===== config.mk =====
export PLATFORM = sky130hd
export DESIGN_NAME = mcs_ctl
export DESIGN_NICKNAME = d
export VERILOG_FILES = /design/src/mcs_pkg.sv /design/src/mcs_sync.sv /design/src/mcs_i2c.sv /design/src/mcs_ctl.sv
export SDC_FILE = /design/constraint.sdc
export NUM_CORES = 1
export LEC_CHECK = 0
export ABC_CLOCK_PERIOD_IN_PS = 3300
export BUFFER_PORTS_ARGS = -buffer_cell sky130_fd_sc_hd__buf_2
export CAP_MARGIN = 20
export CELL_PAD_IN_SITES_DETAIL_PLACEMENT = 1
export CELL_PAD_IN_SITES_GLOBAL_PLACEMENT = 1
export CORE_MARGIN = 8
export CORE_UTILIZATION = 42
export CTS_CLUSTER_SIZE = 10
export DETAILED_ROUTE_END_ITERATION = 10
export PLACE_DENSITY = 0.85
export SETUP_SLACK_MARGIN = 0.1
export SLEW_MARGIN = 0
export SYNTH_ARGS = -nofsm -noshare
export SYNTH_HDL_FRONTEND = slang
export SYNTH_SLANG_ARGS = --single-unit

===== constraint.sdc =====
create_clock -name pclk -period 3.3 [get_ports pclk]
set_input_delay 0.33 -clock pclk [delete_from_list [all_inputs] [get_ports pclk]]
set_output_delay 0.33 -clock pclk [all_outputs]
set_load 0.01 [all_outputs]

===== src/mcs_pkg.sv =====
// Shared constants and types of the module control and status logic
package mcs_pkg;
	// ======== Timing
	localparam longint CLK_HZ     = 64'd100_000_000;
	localparam longint NR_TIME_MS = 64'd20;
	localparam int     NR_CYC     = int'(NR_TIME_MS * CLK_HZ / 64'd1000);
	localparam int     RST_CYC    = 16;
	// ======== Management bus
	localparam logic [6:0] TARGET_ADDR = 7'h50;
	// ======== Register offsets
	localparam logic [7:0] OFF_CTRL  = 8'h00;
	localparam logic [7:0] OFF_STATE = 8'h04;
	localparam logic [7:0] OFF_IRQ_S = 8'h08;
	localparam logic [7:0] OFF_IRQ_C = 8'h0c;
	localparam logic [7:0] OFF_IRQ_E = 8'h10;
	// ======== Fields and resets
	localparam int EV_NR_SET  = 0;
	localparam int EV_LOS_SET = 1;
	localparam int EV_PD_FALL = 2;
	localparam int EV_NR_CLR  = 3;
	localparam int CTRL_SOFT_OFF = 0;
	localparam int CTRL_SOFT_LP  = 1;
	localparam logic [1:0] CTRL_RST = 2'h0;
	localparam logic [3:0] ENA_RST  = 4'h0;
	localparam logic [7:0] PIN_INIT = 8'h1f;
	// ======== Types
	typedef struct packed {
		logic rx_low;
		logic rx_lol;
		logic tx_lol;
		logic sda;
		logic scl;
		logic desel;
		logic pd;
		logic laser;
	} mcs_pins_t;
	typedef enum logic [6:0] {
		I2C_IDLE  = 7'h01,
		I2C_ADDR  = 7'h02,
		I2C_ACK_A = 7'h04,
		I2C_RD    = 7'h08,
		I2C_RACK  = 7'h10,
		I2C_WR    = 7'h20,
		I2C_ACK_W = 7'h40
	} mcs_i2c_st_t;
endpackage


===== src/mcs_sync.sv =====
// Two-stage synchroniser for a group of pin levels
`timescale 1ns/1ps
module mcs_sync #(
	parameter int              W    = 8,
	parameter logic [W-1:0]    INIT = '0
) (
	input  wire logic         pclk,
	input  wire logic         presetn,
	input  wire logic [W-1:0] d,
	output logic      [W-1:0] q
);
	typedef struct packed {
		logic [W-1:0] s1;
		logic [W-1:0] s2;
	} mcs_sync_t;
	mcs_sync_t s_reg, s_next;
	// Shift through both stages
	always_comb begin
		s_next.s1 = d;
		s_next.s2 = s_reg.s1;
	end
	always_ff @(posedge pclk or negedge presetn) begin
		if (!presetn) begin
			s_reg <= {INIT, INIT};
		end else begin
			s_reg <= s_next;
		end
	end
	assign q = s_reg.s2;
endmodule


===== src/mcs_i2c.sv =====
// Two-wire management target: address match, byte read, byte write
`timescale 1ns/1ps
module mcs_i2c (
	input  wire logic       pclk,
	input  wire logic       presetn,
	input  wire logic       scl,
	input  wire logic       sda,
	input  wire logic       en,
	input  wire logic [7:0] rd_byte,
	output logic            sda_oe,
	output logic            wr_stb,
	output logic      [7:0] wr_byte
);
	typedef struct packed {
		mcs_pkg::mcs_i2c_st_t st;
		logic                 scl_q;
		logic                 sda_q;
		logic [7:0]           sh;
		logic [3:0]           cnt;
		logic                 oe;
		logic                 stb;
	} mcs_i2c_t;
	mcs_i2c_t s_reg, s_next;
	logic start, stop, rise, fall;
	// Bus conditions from sampled lines
	assign start = scl & s_reg.scl_q & s_reg.sda_q & !sda;
	assign stop  = scl & s_reg.scl_q & !s_reg.sda_q & sda;
	assign rise  = scl & !s_reg.scl_q;
	assign fall  = !scl & s_reg.scl_q;
	// Byte engine, bits change on falling clock
	always_comb begin
		s_next = s_reg;
		s_next.scl_q = scl;
		s_next.sda_q = sda;
		s_next.stb = 1'b0;
		if (!en || stop) begin
			s_next.st = mcs_pkg::I2C_IDLE;
			s_next.oe = 1'b0;
		end else if (start) begin
			s_next.st = mcs_pkg::I2C_ADDR;
			s_next.cnt = 4'h0;
			s_next.oe = 1'b0;
		end else begin
			// Count data bits only; acknowledge clocks keep the byte intact
			if (rise && (s_reg.st == mcs_pkg::I2C_ADDR || s_reg.st == mcs_pkg::I2C_RD
				|| s_reg.st == mcs_pkg::I2C_WR)) begin
				s_next.cnt = s_reg.cnt + 4'h1;
				if (s_reg.st != mcs_pkg::I2C_RD) begin
					s_next.sh = {s_reg.sh[6:0], sda};
				end
			end
			case (s_reg.st)
				mcs_pkg::I2C_ADDR: begin
					if (fall && s_reg.cnt == 4'h8) begin
						if (s_reg.sh[7:1] == mcs_pkg::TARGET_ADDR) begin
							s_next.st = mcs_pkg::I2C_ACK_A;
							s_next.oe = 1'b1;
						end else begin
							s_next.st = mcs_pkg::I2C_IDLE;
						end
					end
				end
				mcs_pkg::I2C_ACK_A: begin
					if (fall) begin
						s_next.cnt = 4'h0;
						if (s_reg.sh[0]) begin
							s_next.st = mcs_pkg::I2C_RD;
							s_next.sh = rd_byte;
							s_next.oe = !rd_byte[7];
						end else begin
							s_next.st = mcs_pkg::I2C_WR;
							s_next.oe = 1'b0;
						end
					end
				end
				mcs_pkg::I2C_RD: begin
					if (fall && s_reg.cnt == 4'h8) begin
						s_next.st = mcs_pkg::I2C_RACK;
						s_next.oe = 1'b0;
					end else if (fall) begin
						s_next.sh = {s_reg.sh[6:0], 1'b0};
						s_next.oe = !s_reg.sh[6];
					end
				end
				mcs_pkg::I2C_RACK: begin
					if (rise) begin
						s_next.st = sda ? mcs_pkg::I2C_IDLE : mcs_pkg::I2C_ACK_A;
						s_next.sh = 8'h01;
					end
				end
				mcs_pkg::I2C_WR: begin
					if (fall && s_reg.cnt == 4'h8) begin
						s_next.st = mcs_pkg::I2C_ACK_W;
						s_next.oe = 1'b1;
						s_next.stb = 1'b1;
					end
				end
				mcs_pkg::I2C_ACK_W: begin
					if (fall) begin
						s_next.st = mcs_pkg::I2C_WR;
						s_next.cnt = 4'h0;
						s_next.oe = 1'b0;
					end
				end
				default: begin
					s_next.st = mcs_pkg::I2C_IDLE;
				end
			endcase
		end
	end
	always_ff @(posedge pclk or negedge presetn) begin
		if (!presetn) begin
			s_reg <= {mcs_pkg::I2C_IDLE, 1'b1, 1'b1, 8'h00, 4'h0, 1'b0, 1'b0};
		end else begin
			s_reg <= s_next;
		end
	end
	assign sda_oe  = s_reg.oe;
	assign wr_stb  = s_reg.stb;
	assign wr_byte = s_reg.sh;
endmodule


===== src/mcs_ctl.sv =====
// Control and status pins of a pluggable optical module, with APB registers
// Summary of operation
// - While laser_off is high the transmitter is off, otherwise it runs; here it also stays off on the soft off bit, low power or module reset.
// - Undriven laser_off and powerdown_reset read high, so the module starts dark and low power.
// - The management target answers only while module_deselect is low.
// - The management target answers at seven-bit address 1010000, last bit read or write.
// - attention_n is pulled low while a condition is latched, and the cause is readable over the management bus.
// - absent_flag is tied low inside the module.
// - not_ready_flag is high on an operational fault and low otherwise.
// - The fault is the OR of transmit lock lost and receive lock lost.
// - not_ready_flag follows a fault change within the 20 ms response time.
// - optical_loss_flag is high while received power is too low.
// - While powerdown_reset is high the module stays in limited power mode.
// - Each falling edge of powerdown_reset performs a full module reset.
// - The reference clock inputs are ignored.
//
// The APB slave port and the register addresses are this design's own decisions.
`timescale 1ns/1ps
module mcs_ctl #(
	parameter int NR_CYC  = mcs_pkg::NR_CYC,
	parameter int RST_CYC = mcs_pkg::RST_CYC
) (
	input  wire logic        pclk,
	input  wire logic        presetn,
	input  wire logic [7:0]  paddr,
	input  wire logic        psel,
	input  wire logic        penable,
	input  wire logic        pwrite,
	input  wire logic [31:0] pwdata,
	output logic      [31:0] prdata,
	output logic             pready,
	output logic             pslverr,
	input  wire logic        laser_off,
	input  wire logic        powerdown_reset,
	input  wire logic        module_deselect,
	input  wire logic        scl_in,
	input  wire logic        sda_in,
	output logic             sda_out,
	output logic             sda_oe,
	input  wire logic        tx_lol,
	input  wire logic        rx_lol,
	input  wire logic        rx_power_low,
	input  wire logic        ref_clk_pos,
	input  wire logic        ref_clk_neg,
	output logic             tx_enable,
	output logic             low_power,
	output logic             module_reset,
	output logic             not_ready_flag,
	output logic             optical_loss_flag,
	output logic             absent_flag,
	output logic             attention_n_out,
	output logic             attention_n_oe,
	output logic             irq
);
	// ========================================
	// Local state
	localparam int CW = $clog2(NR_CYC + 1);
	localparam int RW = $clog2(RST_CYC + 1);
	typedef struct packed {
		logic [31:0]   rdata;
		logic          slverr;
		logic [1:0]    ctrl;
		logic [3:0]    sts;
		logic [3:0]    ena;
		logic          nr;
		logic [CW-1:0] nr_cnt;
		logic          los_q;
		logic          pd_q;
		logic [RW-1:0] rst_cnt;
	} mcs_state_t;
	mcs_state_t        s_reg, s_next;
	mcs_pkg::mcs_pins_t pin;
	logic [7:0]        pin_raw;
	logic              raw_fault;
	logic              pd_fall;
	logic              resetting;
	logic              i2c_en;
	logic              i2c_oe;
	logic              i2c_stb;
	logic [7:0]        i2c_wbyte;
	logic [7:0]        i2c_rbyte;
	logic [3:0]        ev;
	logic              setup;
	logic              access;

	// ========================================
	// Pin capture
	// Reference clock pins are left unread
	assign pin_raw = {rx_power_low, rx_lol, tx_lol, sda_in, scl_in,
		module_deselect, powerdown_reset, laser_off};
	// Start with laser off and low power until pins are sampled
	mcs_sync #(
		.W    (8),
		.INIT (mcs_pkg::PIN_INIT)
	) u_sync (
		.pclk    (pclk),
		.presetn (presetn),
		.d       (pin_raw),
		.q       (pin)
	);

	// ========================================
	// Management target
	// Off while deselected or during module reset
	assign i2c_en = !pin.desel && !resetting;
	// Cause byte: live fault sources and latched conditions
	assign i2c_rbyte = {pin.rx_low, pin.rx_lol, pin.tx_lol, s_reg.nr, s_reg.sts};
	mcs_i2c u_i2c (
		.pclk    (pclk),
		.presetn (presetn),
		.scl     (pin.scl),
		.sda     (pin.sda),
		.en      (i2c_en),
		.rd_byte (i2c_rbyte),
		.sda_oe  (i2c_oe),
		.wr_stb  (i2c_stb),
		.wr_byte (i2c_wbyte)
	);

	// ========================================
	// Control and status logic
	assign raw_fault = pin.tx_lol | pin.rx_lol;
	assign pd_fall   = s_reg.pd_q & !pin.pd;
	assign resetting = s_reg.rst_cnt != '0;
	assign setup     = psel & !penable;
	assign access    = psel & penable;

	// Next state of every register
	always_comb begin
		s_next = s_reg;
		s_next.pd_q = pin.pd;
		s_next.los_q = pin.rx_low;
		// Fault must persist a full response window
		if (raw_fault != s_reg.nr) begin
			if (s_reg.nr_cnt == CW'(NR_CYC - 1)) begin
				s_next.nr = raw_fault;
				s_next.nr_cnt = '0;
			end else begin
				s_next.nr_cnt = s_reg.nr_cnt + CW'(1);
			end
		end else begin
			s_next.nr_cnt = '0;
		end
		// Reset timer on power-down release
		if (pd_fall) begin
			s_next.rst_cnt = RW'(RST_CYC);
		end else if (resetting) begin
			s_next.rst_cnt = s_reg.rst_cnt - RW'(1);
		end
		// Events
		ev = '0;
		ev[mcs_pkg::EV_NR_SET] = !s_reg.nr & s_next.nr;
		ev[mcs_pkg::EV_NR_CLR] = s_reg.nr & !s_next.nr;
		ev[mcs_pkg::EV_LOS_SET] = !s_reg.los_q & pin.rx_low;
		ev[mcs_pkg::EV_PD_FALL] = pd_fall;
		// APB read data captured in setup
		if (setup) begin
			s_next.rdata = '0;
			s_next.slverr = 1'b0;
			case (paddr)
				mcs_pkg::OFF_CTRL: begin
					s_next.rdata[1:0] = s_reg.ctrl;
				end
				mcs_pkg::OFF_STATE: begin
					s_next.rdata[5:0] = {pin.desel, resetting, pin.rx_low,
						s_reg.nr, low_power, tx_enable};
				end
				mcs_pkg::OFF_IRQ_S: begin
					s_next.rdata[3:0] = s_reg.sts;
				end
				mcs_pkg::OFF_IRQ_C: begin
					s_next.rdata = '0;
				end
				mcs_pkg::OFF_IRQ_E: begin
					s_next.rdata[3:0] = s_reg.ena;
				end
				default: begin
					s_next.slverr = 1'b1;
				end
			endcase
		end
		// Sticky status: clear by APB or by management write, set wins
		s_next.sts = s_reg.sts;
		if (i2c_stb) begin
			s_next.sts = s_next.sts & ~i2c_wbyte[3:0];
		end
		if (access && pwrite && !s_reg.slverr) begin
			case (paddr)
				mcs_pkg::OFF_CTRL: begin
					s_next.ctrl = pwdata[1:0];
				end
				mcs_pkg::OFF_IRQ_C: begin
					s_next.sts = s_next.sts & ~pwdata[3:0];
				end
				mcs_pkg::OFF_IRQ_E: begin
					s_next.ena = pwdata[3:0];
				end
				default: begin
					s_next.ena = s_reg.ena;
				end
			endcase
		end
		s_next.sts = s_next.sts | ev;
		// Full module reset clears control
		if (resetting) begin
			s_next.ctrl = mcs_pkg::CTRL_RST;
		end
	end

	// State register
	always_ff @(posedge pclk or negedge presetn) begin
		if (!presetn) begin
			s_reg <= {32'h0000_0000, 1'b0, mcs_pkg::CTRL_RST, 4'h0,
				mcs_pkg::ENA_RST, 1'b0, CW'(0), 1'b0, 1'b1, RW'(0)};
		end else begin
			s_reg <= s_next;
		end
	end

	// ========================================
	// Outputs
	// No wait states, read data was captured in the setup cycle
	assign pready  = 1'b1;
	assign prdata  = s_reg.rdata;
	assign pslverr = s_reg.slverr & access;
	// Transmitter dark on pin, soft bit, low power or reset
	assign low_power = pin.pd | s_reg.ctrl[mcs_pkg::CTRL_SOFT_LP];
	assign tx_enable = !pin.laser && !s_reg.ctrl[mcs_pkg::CTRL_SOFT_OFF]
		&& !low_power && !resetting;
	assign module_reset      = resetting;
	assign not_ready_flag    = s_reg.nr;
	assign optical_loss_flag = pin.rx_low;
	assign absent_flag       = 1'b0;
	// Open-collector lines, pull low while enabled
	assign sda_out         = 1'b0;
	assign sda_oe          = i2c_oe & !pin.desel;
	assign attention_n_out = 1'b0;
	assign attention_n_oe  = |s_reg.sts;
	assign irq             = |(s_reg.sts & s_reg.ena);
endmodule


==> results.md <==
- Worst slack at placement: 0.4456 ns
- Area growth syn-to-layout: 9.655%
- Largest net degree at the start of global routing: 75
- Initial DRC count: 175
- Reg-to-reg critical path startpoint: u_i2c.s_reg[19]
- Total Routing Usage GR: 18.32%
- First-pass GRT wire length: 22,280 µm
- Lkg Pwr: 0.002276 µW
- Fill count: 1,325
- Vias in the first global route: 4,512
- Reg2reg path depth: 6
- Hold depth: 1
- CP Capture Type: register
- Clock Skew: 0.008069 ns
- Hold Fails Final Rpt: 0
- Diodes inserted: 0
- Initial Utilization: 42.74%
- Max FO, Critical Path: 14
- Async SR Flop Fraction: 100.0%
- Skew-Pair Late Insertion Delay: 0.34 ns
- PortBufs: 39
- Synth Flop Type: dfrtp_1
- Synth top area share: 36.56%
- WS Path Type: register to register
- Core ar.: 0.01137 mm²
- First-pass DRT Iterations: 4
- I/O pin cnt: 100
- Post-DRT Antenna Nets: 0
- Outcome: complete, no violations
- H-Tree Depth: 3
- Startpoint type of the worst setup path: register
- Yosys cell types: 70
- Routability cong.: 0.8634
- Sequential fraction of the synthesis area: 44.13%
- RSZ-0062 raised after global routing: false
- Clk slew on worst S/H paths: 0.06 ns
- GRT Residual Overflow: 0
- Hold Path Origin: laser_off
- Max Freq: 343.2 MHz
- Worst VDD drop: 296.5 µV
- Final setup viols: 0
- CTS Hold Bufs: 0
- Syn. warnings: 0
- Die height: 123.6 µm
- Largest register FFs: 35
- Average via count per standard cell: 5.769
- Power Dens Cells: 512.1 mW/mm²
- Gate Count Post-Synth: 526
- FF-to-FF End: u_i2c.wr_byte[4]
- MaxCap Viol Count: 0
- Post-synth EDFFs: 0
- Clock buffer depth: 2
- Final layout net count: 613
- Top sig layer: met4
- Initial antenna violation count: 0
- Post-cts resize count: 0
- CP Data Arrival Time: 3.18 ns
- Relative slew slack: 36.17%
- Cell area after synthesis: 0.004860 mm²
- Worst EP required: 3.57 ns
- Worst Hold Class: primary input to register
- R2R setup slack: 0.39 ns
- Number of core rows: 39
- WL final: 13,450 µm
- Most common library cells after synthesis: dfrtp_1, nor2_1, buf_4
- WHS Endpoint: u_sync.s_next[0]
- #FFs+latches synth: 85
- Die width: 123.6 µm
- Num CTS Buffers: 9
- Setup TNS: 0 ns
- Clk sinks: 85
- Wirelength per Cell: 19.19 µm
- Post-CTS Setup Inserts: 0
- Final Util: 46.87%
- CTS tree: done
- Met2 wire len: 6857 µm
- Max Slew Vio Count: 0
- Slack of the critical path: 0.3858 ns
- Syn avg cell area: 9.239 µm²
- Most common cell in the netlist: dfrtp_1
- Met3 wire length: 700 µm
- HPWL after DPL: 9794 µm
- Share of cells above drive strength 1: 17.92%
- Residual DRC: 0
- DRT met1 WL: 5584 µm
- Main area contributors after synthesis: dfrtp_1, dfstp_2, buf_4
- Final min period: 2.914 ns
- Vias: 4,044
- Fin crit share: 88.31%
- Leading area contributor after synthesis: dfrtp_1
- Die area: 0.01527 mm²
- Clock root buffer: clkbuf_16
- Worst Tran Pin Value: 0.9575 ns
[power by group]
part / switching [µW] / internal, µW / total, µW
registers: 131 / 1140 / 1270
clock network: 422 / 554 / 976
logic: 280 / 200 / 479
[cell type report]
class                   count  area (µm²)  share of cell area [%]
multi-input cells         399        2416                   45.34
flip-flops and latches     85        2145                   40.24
repair buffers             48       265.3                   4.978
clock buffers              12       256.5                   4.813
well taps                 143       178.9                   3.358
inverters                  10       37.54                  0.7044
clock inverters             4       30.03                  0.5635
[layer usage]
layer | global-route usage [%] | vias up
li1 | - | 1884
met1 | 21.66 | 2038
met2 | 31.50 | 102
met3 | 3.196 | 20
met4 | 9.105 | 0
met5 | 0 | -
[how the worst max path moves through the flow]
stage,start,to,slack (ns),cells past startpoint
2_1_floorplan,u_i2c.s_reg[18],u_i2c.wr_byte[0],0.94,6
4_1_cts,u_i2c.s_reg[19],u_i2c.wr_byte[4],0.43,6
6_report,u_i2c.s_reg[19],u_i2c.wr_byte[4],0.39,6
3_5_place_dp,u_i2c.s_reg[19],u_i2c.wr_byte[4],0.45,6
3_3_place_gp,u_i2c.s_reg[19],u_i2c.wr_byte[5],0.69,6
5_1_grt,u_i2c.s_reg[19],u_i2c.wr_byte[4],0.24,6
[cells in the final DEF (no fill, tap or decap), types with 14 or more instances in the layout]
cell	count
nor3_1	16
a21oi_1	26
nor2_1	70
dfstp_2	14
nand3_1	15
nand2_1	33
o21ai_0	29
buf_2	38
dfrtp_1	71
conb_1	30
[cell families (layout without fill, tap and decap cells)]
| logic type | count (synthesis) | after routing | share of synthesized area (%) |
|---|---|---|---|
| compound gates | 120 | 120 | 16.86 |
| xor+xnor | 23 | 23 | 4.145 |
| fa+ha+maj | 5 | 5 | 1.287 |
| buf+inv | 70 | 74 | 8.316 |
| flops | 85 | 85 | 44.13 |
| mux | 13 | 13 | 2.858 |
| other cells | 2 | 30 | 0.1545 |
| simple gates | 208 | 208 | 22.25 |
[per-stage QoR]
step	cells	power (µW)	instance area [µm²]	hold slack [ns]
6_report	701	2729	5329	0.09003
5_1_grt	701	2873	5329	0.07238
4_1_cts	701	2764	5329	0.07562
3_5_place_dp	685	1765	5042	0.3379
3_3_place_gp	685	1704	5042	0.3329
2_1_floorplan	554	1610	4965	0.03441
[worst max-delay path, stage by stage, from the launching register on]
cell and delay (ns):
dfrtp_1 0.64, or4b_2 0.69, a211oi_1 0.46, nor3_1 0.23
a2111oi_0 0.48, o22ai_1 0.17, a21oi_1 0.16
No activity file was read; power rests on OpenSTA's default activity.
